[src/hdl/asfw_pkg.sv]
package asfw_pkg;
  // word indices as printed; byte address is four times the index
  localparam int unsigned ASFW_AXIS1_CTRL_IDX = 5;
  localparam int unsigned ASFW_AXIS1_IO_IDX = 6;
  localparam int unsigned ASFW_AXIS2_CTRL_IDX = 18;
  localparam int unsigned ASFW_AXIS2_IO_IDX = 19;
  localparam logic [7:0] ASFW_AXIS1_CTRL_ADDR = 8'h14;
  localparam logic [7:0] ASFW_AXIS1_IO_ADDR = 8'h18;
  localparam logic [7:0] ASFW_AXIS2_CTRL_ADDR = 8'h48;
  localparam logic [7:0] ASFW_AXIS2_IO_ADDR = 8'h4C;
  // control status field positions
  localparam int unsigned ASFW_CS_SENSOR_ERR = 8;
  localparam int unsigned ASFW_CS_SERVO_ERR = 9;
  localparam int unsigned ASFW_CS_EXEC_ERR = 10;
  localparam int unsigned ASFW_CS_AXIS_WARN = 11;
  localparam int unsigned ASFW_CS_AXIS_ERR = 12;
  localparam int unsigned ASFW_CS_ZONE0 = 13;
  // io status field positions
  localparam int unsigned ASFW_IO_SERVO_ON = 0;
  localparam int unsigned ASFW_IO_ALM_RST = 1;
  localparam int unsigned ASFW_IO_DEV_RST = 2;
  localparam int unsigned ASFW_IO_FWD_TRQ = 3;
  localparam int unsigned ASFW_IO_REV_TRQ = 4;
  localparam int unsigned ASFW_IO_MAIN_PWR = 5;
  localparam int unsigned ASFW_IO_DRV_WARN = 6;
  localparam int unsigned ASFW_IO_SERVO_RDY = 7;
  localparam int unsigned ASFW_IO_FWD_LIM = 8;
  localparam int unsigned ASFW_IO_REV_LIM = 9;
  localparam int unsigned ASFW_IO_HOME_PROX = 10;
  localparam int unsigned ASFW_IO_HOME = 11;
  localparam int unsigned ASFW_IO_EXT_INT = 12;
  localparam int unsigned ASFW_IO_ESTOP = 13;
  localparam int unsigned ASFW_IO_IN_POS = 14;
  localparam int unsigned ASFW_IO_DRV_ALM = 15;
  localparam logic [15:0] ASFW_WORD_RESET = 16'h0000;
  localparam logic [1:0] ASFW_RESP_OKAY = 2'b00;
  localparam logic [1:0] ASFW_RESP_SLVERR = 2'b10;
endpackage

[src/hdl/asfw_status_words.sv]
// Chosen here: the AXI4-Lite register port.
`timescale 1ns/1ps
module asfw_status_words
  import asfw_pkg::*;
#(
  parameter int unsigned AXES = 2
)(
  input wire logic i_clock, // 40 mhz system clock
  input wire logic i_rst_n, // synchronous reset, active low
  // per-axis sources, bit n (zone bits 3n..3n+2) belongs to axis n
  input wire logic [AXES-1:0] i_sensor_err, // sensor fault event/level
  input wire logic [AXES-1:0] i_servo_err, // servo alarm error
  input wire logic [AXES-1:0] i_exec_err, // command execution error
  input wire logic [AXES-1:0] i_axis_warn, // memory operation warning
  input wire logic [AXES-1:0] i_axis_err, // any axis error
  input wire logic [3*AXES-1:0] i_zone, // zone 0..2 membership, 3 per axis
  input wire logic [AXES-1:0] i_in_pos, // within in-position band
  input wire logic [AXES-1:0] i_alm_rst_out, // alarm reset output active
  input wire logic [AXES-1:0] i_dev_rst_out, // deviation reset output active
  input wire logic [AXES-1:0] i_fwd_trq_out, // forward torque limit output
  input wire logic [AXES-1:0] i_rev_trq_out, // reverse torque limit output
  // per-axis pins from drive and machine (asynchronous)
  input wire logic [AXES-1:0] i_servo_on, // motor energised
  input wire logic [AXES-1:0] i_main_pwr, // main circuit powered
  input wire logic [AXES-1:0] i_drv_warn, // drive warning
  input wire logic [AXES-1:0] i_servo_rdy, // drive ready
  input wire logic [AXES-1:0] i_fwd_lim, // forward travel limit
  input wire logic [AXES-1:0] i_rev_lim, // reverse travel limit
  input wire logic [AXES-1:0] i_home_prox, // home proximity sensor
  input wire logic [AXES-1:0] i_home, // home position input
  input wire logic [AXES-1:0] i_ext_int, // external interrupt input
  input wire logic [AXES-1:0] i_estop, // emergency stop input
  input wire logic [AXES-1:0] i_drv_alm, // drive alarm input
  // axi4-lite slave
  input wire logic [7:0] i_awaddr, // write address
  input wire logic i_awvalid, // write address valid
  output logic o_awready, // write address ready
  input wire logic [31:0] i_wdata, // write data, ignored
  input wire logic [3:0] i_wstrb, // write strobes, ignored
  input wire logic i_wvalid, // write data valid
  output logic o_wready, // write data ready
  output logic [1:0] o_bresp, // write response
  output logic o_bvalid, // write response valid
  input wire logic i_bready, // write response ready
  input wire logic [7:0] i_araddr, // read address
  input wire logic i_arvalid, // read address valid
  output logic o_arready, // read address ready
  output logic [31:0] o_rdata, // read data
  output logic [1:0] o_rresp, // read response
  output logic o_rvalid, // read data valid
  input wire logic i_rready // read data ready
);

  // overview of the datapath:
  //   same-clock sources feed the words directly, one edge of latency;
  //   pins from the drive and the machine pass three flip-flops and an
  //   agreement filter before they reach the io word, five edges in all;
  //   the host sees both words of each axis through a small axi4-lite slave.
  //
  // limitations a user must know:
  //   error and warning flags are plain levels; whoever raises them must
  //   hold them until software has seen them, nothing here latches them;
  //   the lower byte of the control word belongs to other logic and
  //   reads as zero from this block;
  //   a pulse shorter than two clock periods on a pin may be lost, which
  //   was accepted in exchange for immunity against single-cycle glitches.
  //
  // pin order inside one axis slice of the gathered vector:
  //   0 servo on, 1 main power, 2 drive warning, 3 drive ready,
  //   4 forward limit, 5 reverse limit, 6 home proximity, 7 home,
  //   8 external interrupt, 9 emergency stop, 10 drive alarm.
  localparam int unsigned NPIN = 11;

  // pins gathered per axis so one synchroniser loop serves all of them
  logic [NPIN*AXES-1:0] pin_raw;
  logic [NPIN*AXES-1:0] pin_s1_q;
  logic [NPIN*AXES-1:0] pin_s2_q;
  logic [NPIN*AXES-1:0] pin_s3_q;
  logic [NPIN*AXES-1:0] pin_clean_q;
  logic [15:0] ctrl_word_q [AXES];
  logic [15:0] io_word_q [AXES];

  // one slice per axis; the second axis copies the layout of the first,
  // so adding axes only widens the port vectors and the address map
  // repeats every thirteen words.
  // the words are rebuilt every cycle from their sources, so no stale
  // flag can survive once the condition behind it has gone away.
  genvar g;
  generate
    for (g = 0; g < AXES; g++)
    begin : g_axis
      assign pin_raw[NPIN*g +: NPIN] = {i_drv_alm[g], i_estop[g], i_ext_int[g], i_home[g],
        i_home_prox[g], i_rev_lim[g], i_fwd_lim[g], i_servo_rdy[g], i_drv_warn[g],
        i_main_pwr[g], i_servo_on[g]};

      // control word; lower byte belongs to other logic and reads zero
      always_ff @(posedge i_clock)
      begin
        if (!i_rst_n)
          ctrl_word_q[g] <= ASFW_WORD_RESET;
        else
        begin
          ctrl_word_q[g] <= ASFW_WORD_RESET;
          ctrl_word_q[g][ASFW_CS_SENSOR_ERR] <= i_sensor_err[g];
          ctrl_word_q[g][ASFW_CS_SERVO_ERR] <= i_servo_err[g];
          ctrl_word_q[g][ASFW_CS_EXEC_ERR] <= i_exec_err[g];
          ctrl_word_q[g][ASFW_CS_AXIS_WARN] <= i_axis_warn[g];
          ctrl_word_q[g][ASFW_CS_AXIS_ERR] <= i_axis_err[g];
          ctrl_word_q[g][ASFW_CS_ZONE0 +: 3] <= i_zone[3*g +: 3];
        end
      end

      // io word; drive outputs are internal, drive inputs come filtered
      always_ff @(posedge i_clock)
      begin
        if (!i_rst_n)
          io_word_q[g] <= ASFW_WORD_RESET;
        else
        begin
          io_word_q[g][ASFW_IO_SERVO_ON] <= pin_clean_q[NPIN*g];
          io_word_q[g][ASFW_IO_ALM_RST] <= i_alm_rst_out[g];
          io_word_q[g][ASFW_IO_DEV_RST] <= i_dev_rst_out[g];
          io_word_q[g][ASFW_IO_FWD_TRQ] <= i_fwd_trq_out[g];
          io_word_q[g][ASFW_IO_REV_TRQ] <= i_rev_trq_out[g];
          io_word_q[g][ASFW_IO_MAIN_PWR] <= pin_clean_q[NPIN*g+1];
          io_word_q[g][ASFW_IO_DRV_WARN] <= pin_clean_q[NPIN*g+2];
          io_word_q[g][ASFW_IO_SERVO_RDY] <= pin_clean_q[NPIN*g+3];
          io_word_q[g][ASFW_IO_FWD_LIM] <= pin_clean_q[NPIN*g+4];
          io_word_q[g][ASFW_IO_REV_LIM] <= pin_clean_q[NPIN*g+5];
          io_word_q[g][ASFW_IO_HOME_PROX] <= pin_clean_q[NPIN*g+6];
          io_word_q[g][ASFW_IO_HOME] <= pin_clean_q[NPIN*g+7];
          io_word_q[g][ASFW_IO_EXT_INT] <= pin_clean_q[NPIN*g+8];
          io_word_q[g][ASFW_IO_ESTOP] <= pin_clean_q[NPIN*g+9];
          io_word_q[g][ASFW_IO_IN_POS] <= i_in_pos[g];
          io_word_q[g][ASFW_IO_DRV_ALM] <= pin_clean_q[NPIN*g+10];
        end
      end
    end
  endgenerate

  // the first stage may go metastable; only the second stage reads it.
  // stages two and three are compared so that a level is only believed
  // once it has stood for two consecutive samples.
  // reset clears all stages, so every pin reads inactive after reset
  // until the real level has worked its way through.
  // three-stage synchroniser; a level counts once stages two and three agree
  always_ff @(posedge i_clock)
  begin
    if (!i_rst_n)
    begin
      pin_s1_q <= '0;
      pin_s2_q <= '0;
      pin_s3_q <= '0;
    end
    else
    begin
      pin_s1_q <= pin_raw;
      pin_s2_q <= pin_s1_q;
      pin_s3_q <= pin_s2_q;
    end
  end

  // clean level holds its old value while stages disagree
  always_ff @(posedge i_clock)
  begin
    if (!i_rst_n)
      pin_clean_q <= '0;
    else
      pin_clean_q <= (pin_s2_q & pin_s3_q) | (pin_clean_q & (pin_s2_q | pin_s3_q));
  end

  // write handling notes:
  //   the words are read-only, so a write only needs an answer;
  //   address and data may arrive in either order or together;
  //   each half is refused after it is taken until the response is
  //   accepted, which keeps exactly one write outstanding;
  //   mapped addresses answer okay, anything else answers slverr, so
  //   software can tell a typo in the address from a harmless write;
  //   write data and strobes are never looked at.
  //
  // the response appears one cycle after both halves are held, giving
  // the decode of the stored address a full cycle of its own.
  // write channel: both halves taken in either order, then okay or error
  logic aw_have_q;
  logic w_have_q;
  logic [7:0] aw_addr_q;
  logic aw_fire;
  logic w_fire;
  logic wr_mapped;
  assign aw_fire = i_awvalid && o_awready;
  assign w_fire = i_wvalid && o_wready;

  always_comb
  begin
    wr_mapped = 1'b0;
    for (int a = 0; a < AXES; a++)
    begin
      if (aw_addr_q == ASFW_AXIS1_CTRL_ADDR + 8'(a * 52)
          || aw_addr_q == ASFW_AXIS1_IO_ADDR + 8'(a * 52))
        wr_mapped = 1'b1;
    end
  end

  always_ff @(posedge i_clock)
  begin
    if (!i_rst_n)
    begin
      o_awready <= 1'b1;
      o_wready <= 1'b1;
      aw_have_q <= 1'b0;
      w_have_q <= 1'b0;
      aw_addr_q <= 8'h00;
      o_bvalid <= 1'b0;
      o_bresp <= ASFW_RESP_OKAY;
    end
    else
    begin
      if (aw_fire)
      begin
        aw_have_q <= 1'b1;
        aw_addr_q <= i_awaddr;
        o_awready <= 1'b0;
      end
      if (w_fire)
      begin
        w_have_q <= 1'b1;
        o_wready <= 1'b0;
      end
      // data is discarded: the words are read-only
      if (aw_have_q && w_have_q && !o_bvalid)
      begin
        o_bvalid <= 1'b1;
        o_bresp <= wr_mapped ? ASFW_RESP_OKAY : ASFW_RESP_SLVERR;
      end
      if (o_bvalid && i_bready)
      begin
        o_bvalid <= 1'b0;
        aw_have_q <= 1'b0;
        w_have_q <= 1'b0;
        o_awready <= 1'b1;
        o_wready <= 1'b1;
      end
    end
  end

  // read handling notes:
  //   the address is decoded combinationally in the cycle it is offered
  //   and the word is captured at the handshake edge, so the answer comes
  //   one cycle after the address is taken;
  //   arready stays low while the answer waits, one read at a time;
  //   the upper half of the data bus always reads zero;
  //   an unmapped address answers slverr with zero data;
  //   the word returned is the one that stood at the handshake edge, so
  //   a flag that changes while the answer waits is seen on the next read.
  //
  // trade-off: a registered address would ease timing but cost a cycle;
  // the map is two compares per axis, small enough to decode directly.
  // read channel: one-cycle decode, unmapped addresses answer slverr
  logic [31:0] rd_word;
  logic rd_hit;
  always_comb
  begin
    rd_word = 32'h0000_0000;
    rd_hit = 1'b0;
    for (int a = 0; a < AXES; a++)
    begin
      if (i_araddr == ASFW_AXIS1_CTRL_ADDR + 8'(a * 52))
      begin
        rd_word = {16'h0000, ctrl_word_q[a]};
        rd_hit = 1'b1;
      end
      if (i_araddr == ASFW_AXIS1_IO_ADDR + 8'(a * 52))
      begin
        rd_word = {16'h0000, io_word_q[a]};
        rd_hit = 1'b1;
      end
    end
  end

  always_ff @(posedge i_clock)
  begin
    if (!i_rst_n)
    begin
      o_arready <= 1'b1;
      o_rvalid <= 1'b0;
      o_rdata <= 32'h0000_0000;
      o_rresp <= ASFW_RESP_OKAY;
    end
    else if (i_arvalid && o_arready)
    begin
      o_arready <= 1'b0;
      o_rvalid <= 1'b1;
      o_rdata <= rd_word;
      o_rresp <= rd_hit ? ASFW_RESP_OKAY : ASFW_RESP_SLVERR;
    end
    else if (o_rvalid && i_rready)
    begin
      o_rvalid <= 1'b0;
      o_arready <= 1'b1;
    end
  end

endmodule
[config.mk]
export PLATFORM = sky130hd
export DESIGN_NAME = asfw_status_words
export DESIGN_NICKNAME = d
export VERILOG_FILES = /design/src/hdl/asfw_pkg.sv /design/src/hdl/asfw_status_words.sv
export SDC_FILE = /design/constraint.sdc
export NUM_CORES = 1
export LEC_CHECK = 0
export BUFFER_PORTS_ARGS = -buffer_cell sky130_fd_sc_hd__buf_2
export CORE_ASPECT_RATIO = 0.7
export CORE_MARGIN = 10
export CORE_UTILIZATION = 25
export CTS_BUF_LIST = sky130_fd_sc_hd__clkbuf_16
export DETAILED_ROUTE_END_ITERATION = 10
export GPL_ROUTABILITY_DRIVEN = 0
export SLEW_MARGIN = 20
export SYNTH_ARGS = -nofsm -noshare
export SYNTH_HDL_FRONTEND = slang
export SYNTH_SLANG_ARGS = --single-unit
[constraint.sdc]
create_clock -name i_clock -period 4.4 [get_ports i_clock]
set_clock_uncertainty 0.15 [all_clocks]
set_input_delay 0.22 -clock i_clock [delete_from_list [all_inputs] [get_ports i_clock]]
set_output_delay 0.22 -clock i_clock [all_outputs]
set_load 0.02 [all_outputs]
* Word level (Yosys, flattened, before mapping)
Memory sizes are Yosys's and may differ from the RTL's.
Index checks and enable logic that the tools add are counted.
** Word-level totals
- Output and inout port bits :: 41
- Memory bits (writable) :: 48
- Memories :: 2
- Bits of input ports :: 107
- Flip-flop bits (word level) :: 139
- Logic and storage cells :: 152
** Memories
- io_word_q :: depth 2, width 16, read ports 2, clocked after memory_dff 0, wr ports 2, RTL line asfw_status_words.sv:81 : logic [15:0] io_word_q [AXES];
- ctrl_word_q :: depth 2, width 8, read ports 2, clocked after memory_dff 0, wr ports 2, RTL line asfw_status_words.sv:80 : logic [15:0] ctrl_word_q [AXES];
** Cells by class
- Muxes and demuxes :: 64
- Bitwise logic cells :: 51
- Eq/ne operators :: 8
- Reductions and logical operators :: 12
** Operators with widths (count)
- two-way mux 32 bit :: 3
- two-way mux 1 bit :: 54
- OR 1 bit :: 46
- AND 22 bit :: 2
- OR 22 bit :: 2
- == test 8 x 5 -> 1 bit, second input constant :: 4
- == test 8 x 7 -> 1 bit, second input constant :: 4
- two-way mux 16 bit :: 1
- two-way mux 8 bit :: 2
- logical AND 1 bit :: 7
- two-way mux 3 bit :: 2
- two-way mux 2 bit :: 2
- logical OR 1 bit :: 2
- nonzero test 2 bit :: 1
- OR reduction 2 bit :: 1
- logical NOT 1 bit :: 1
- inverter 1 bit :: 1

* Depth between registers and ports, before layout
- Word-level depth :: 6
- Gate-level depth with buffers :: 6

* Worst setup path after synthesis
Ideal clock, no wire load.
- Path type :: input -> register
- Start :: input i_araddr[5]
- End :: register o_rdata[12]
- Path slack :: 2.629 ns
- Library setup time :: 0.074 ns
- Stages on the path :: 5
- Arrival :: 1.547 ns
- Buffers on the path :: 1
- Path through :: or4_4 or3_1 clkbuf_2 o21bai_1 a31oi_1
** Between the ends
- Word-level cells in the longest chain between the ends :: 5
- Elaborated cells between the ends (all ways) :: 8
- Classes of those cells :: eq/ne: 4; mux: 4
** RTL lines
- from (decl) :: RTL line asfw_status_words.sv:45 : input wire logic [7:0] i_araddr,
- == test 8 x 5 -> 1 bit :: RTL line asfw_status_words.sv:267 : if (i_araddr == ASFW_AXIS1_CTRL_ADDR + 8'(a * 52))
- two-way mux 16 bit :: RTL line asfw_status_words.sv:267
- two-way mux 32 bit :: RTL line asfw_status_words.sv:272 : if (i_araddr == ASFW_AXIS1_IO_ADDR + 8'(a * 52))
- two-way mux 32 bit :: RTL line asfw_status_words.sv:267
- two-way mux 32 bit (*) :: RTL line asfw_status_words.sv:272
- to (signal assigned) :: RTL line asfw_status_words.sv:293 : o_rdata <= rd_word;
- to (decl) :: RTL line asfw_status_words.sv:48 : output logic [31:0] o_rdata,
Mark *: on every way between the ends. The rest lies on a longest branch, timed or not.
A chain may end at the register's enable or synchronous reset.

* Final worst setup path
- Start :: input i_araddr[5]
- End :: register o_rdata[9]
The elaborated chain is that of the path after synthesis.

==> flow_summary.ini <==
[sta]
hold_viol = 0
fin_hold_ws_ns = 0.0707
rsz0062_at_grt = no
finalSetupViolCount = 0
fin_setup_tns_ns = 0
final_max_slew_viol_count = 0
timing.final.crit_period_ns = 2.10
fin_ws_ns = 2.30
period_share_pct = 47.8
tightest_slew_ns = 1.17
clock.fmax_mhz = 475
timing.slew.headroom_pct = 21.6

[synth]
synth_xor_xnor_area_share_pct = 0
dominant_combinational_cell_family_by_area_after_synthesis = simple AND/OR/NAND/NOR gates
synth_enable_flop_cells = 0
synthAdderAreaFrac_pct = 0
leading_cell_types_by_total_area_after_synthesis = sky130_fd_sc_hd__dfxtp_1 (61%), sky130_fd_sc_hd__and2_1 (13%), sky130_fd_sc_hd__a21boi_0 (4.3%)
synth_cells = 529
synth.lib_cells_used.distinct = 34
post_synth_mux_area_share_pct = 1.26
yosys.cell_count.top_type = sky130_fd_sc_hd__dfxtp_1
synth_compound_area_share_pct = 12.9
post_synth_instance_area_sq_um = 5550
yosys.area.top_type = sky130_fd_sc_hd__dfxtp_1
postSynthAreaPerCell_sq_um = 10.5
synth_largest_type_area_fraction_pct = 60.9
synth_simple_gate_area_share_pct = 20.1
yosys_warnings = 0
ys_async_sr_fraction_pct = 0
synth_seq_area_share_pct = 60.9
synth_top_cells_by_count = sky130_fd_sc_hd__dfxtp_1 (169), sky130_fd_sc_hd__and2_1 (117), sky130_fd_sc_hd__nand2_1 (44), sky130_fd_sc_hd__o21ai_0 (37), sky130_fd_sc_hd__a21boi_0 (32)
dominant_register_cell_in_the_synthesized_netlist = sky130_fd_sc_hd__dfxtp_1
synth-seq-cells = 169

[floorplan]
effective_utilization_at_floorplan_pct = 25.5
fp.dieW_um = 198
die-height_um = 145
design.portCount = 148
core_sq_um = 21700
row_count = 45
floorplan.die_area_sq_um = 28700

[placement]
placed_cell_area_sq_um = 6200
place.port_buffers = 93
place_ws_ns = 1.89
dp.final_hpwl_um = 8550

[critical_path]
crit_path_start_kind = input pin
reg2reg_slack_ns = 2.77
worst_ep_arrival_time_ns = 2.30
critical_path.max_fanout = 8
worst_path_largest_cell_delay_ns = 0.96
timing.rr.end = o_rresp[1]
cpMaxStageDelayCell = sky130_fd_sc_hd__nor4_2
r2r_cells = 5
required_time_reported_for_the_critical_path_endpoint_ns = 4.59
path_cells = buf_2 -> or4b_4 -> nor4_2 -> a22oi_1 -> a21oi_1
worstReg2RegStart = o_arready
timing.setup.critical_path_class = in -> reg
critPathCaptureType = flop

[pwr]
internal_power_mw = 2.55
p_leak_nw = 3.03
switching_share_pct = 23.6
peakVddDrop_uv = 296
combinationalPowerShare_pct = 7.0
p_clk_share_pct = 44.6
p_sw_mw = 0.791
seq_power_share_pct = 48.3
power.density_nw_per_um2 = 452

[drt]
wl_per_cell_um = 13.1
antenna_left = 0
routed_wirelength_um = 12700
vias = 3938
vias_per_cell = 4.06
drtIter0Drc = 244
drtPass1Iterations = 4
remaining_drc_errors = 0

[clock_tree]
ctsHtreeMaxLevel = 4
clock_tree_from_tritoncts = done
cts.sink_count = 169
cts-root-buf = sky130_fd_sc_hd__clkbuf_16
postCtsResizedCells = 0
cts.clk_slew.worst_paths_ns = 0.06
cts_buffers = 17
clk_latency_ns = 0.42
ctsLongestPathBuffers = 2

[job]
cap_viol_max_count = 0

[global_routing]
largest_net_degree_at_the_start_of_global_routing = 92
globalRouteOverflowTotal = 0
grt_antenna_before_repair = 1
track_usage_pct = 9.26
wire_length_of_the_first_global_routing_pass_um = 20700
first_global_vias = 4046

[final_layout]
nets = 782
syn2layout_area_growth_pct = 33.3
final_util_pct = 34.1
drive_gt1_share_pct = 19.0
final_cell_area_sq_um = 7400

[status]
run_status = completed

[hold_path]
timing.hold.worst.class = in -> reg
min_from = i_araddr[0]
whs_endpoint = o_rresp[1]
worstHoldPathCells = 3
## flip-flops by register name, summed over array words and instances (netlist names)
signal       count
io_word_q       32
pin_s3_q        22
o_awready        1
pin_s1_q        22
o_rvalid         1
aw_have_q        1
o_rresp          1
ctrl_word_q     16
pin_clean_q     22
o_wready         1
w_have_q         1
o_bresp          1
pin_s2_q        22
o_rdata         16
aw_addr_q        8
o_arready        1
o_bvalid         1
## worst max-delay path, delay by kind of cell
| family | cells | cell delay [ns] |
|---|---|---|
| AND/OR/NAND/NOR | 2 | 1.53 |
| AO/OA/AOI/OAI | 2 | 0.44 |
| buffers and inverters | 1 | 0.11 |
## what timing repair did
action / in CTS / in global routing
hold endpoints to repair: 63 / 0
hold buffers: 60 / 0
buffers inserted: 0 / 0
## through the flow
stage	std cells	power, mW
2_1_floorplan	546	1.78
3_3_place_gp	878	1.84
3_5_place_dp	878	1.84
4_1_cts	970	3.39
5_1_grt	971	3.49
6_report	971	3.34
## final cells by class
| cell class | count | area [sq um] |
|---|---|---|
| diodes | 1 | 2.50 |
| clock buffers | 17 | 425 |
| clock inverters | 15 | 169 |
| fillers | 2229 | 14300 |
| inverters | 3 | 11.3 |
| multi-input cells | 329 | 1970 |
| flip-flops and latches | 169 | 3380 |
| well taps | 282 | 353 |
| repair buffers | 155 | 1080 |
## kinds of logic after synthesis
family          after synthesis
buf+inv                      48
other cells                   1
compound gates              109
mux                           7
flops                       169
simple gates                195
## power by group through the flow
stage,Combinational (mW),Clock [mW],Sequential (mW)
global route,0.264,1.61,1.62
detailed placement,0.194,0,1.65
floorplan,0.117,0,1.66
CTS,0.238,1.53,1.62
finish,0.235,1.49,1.62
global placement,0.193,0,1.65
## how the worst max path moves through the flow
stage	start	endpoint	slack (ns)	cells after the start
floorplan	i_araddr[5]	o_rdata[12]	2.63	5
global placement	i_araddr[5]	o_rdata[9]	1.94	5
detailed placement	i_araddr[5]	o_rdata[9]	1.89	5
CTS	i_araddr[5]	o_rdata[9]	2.33	5
global route	i_araddr[5]	o_rdata[12]	2.25	5
finish	i_araddr[5]	o_rdata[9]	2.30	5
## routing by layer
| layer | share of wire, % | track usage [%] | vias to the layer above |
|---|---|---|---|
| met5 | 0 | 0 | - |
| met4 | 1.2 | 3.31 | 0 |
| met3 | 7.3 | 3.48 | 14 |
| met2 | 41 | 13.1 | 104 |
| met1 | 51 | 12.5 | 1792 |
| li1 | - | - | 2028 |
## placed cells by master (no fill, tap or decap), types with 4 or more instances in the layout
cell type | netlist | layout
sky130_fd_sc_hd__a221oi_1 | 8 | 8
sky130_fd_sc_hd__mux2i_1 | 7 | 7
sky130_fd_sc_hd__o21ai_0 | 37 | 37
sky130_fd_sc_hd__and2_1 | 117 | 117
sky130_fd_sc_hd__a21boi_0 | 32 | 32
sky130_fd_sc_hd__nand3_1 | 8 | 8
sky130_fd_sc_hd__clkbuf_16 | 0 | 17
sky130_fd_sc_hd__a21oi_1 | 11 | 11
sky130_fd_sc_hd__inv_1 | 3 | 5
sky130_fd_sc_hd__conb_1 | 1 | 18
sky130_fd_sc_hd__inv_6 | 0 | 4
sky130_fd_sc_hd__buf_2 | 1 | 92
sky130_fd_sc_hd__dfxtp_1 | 169 | 169
sky130_fd_sc_hd__dlygate4sd3_1 | 0 | 60
sky130_fd_sc_hd__a22oi_1 | 8 | 8
sky130_fd_sc_hd__nand2_1 | 44 | 44
sky130_fd_sc_hd__o221ai_1 | 7 | 7
sky130_fd_sc_hd__nor2_1 | 13 | 13
(Power assumes the default switching activity.)
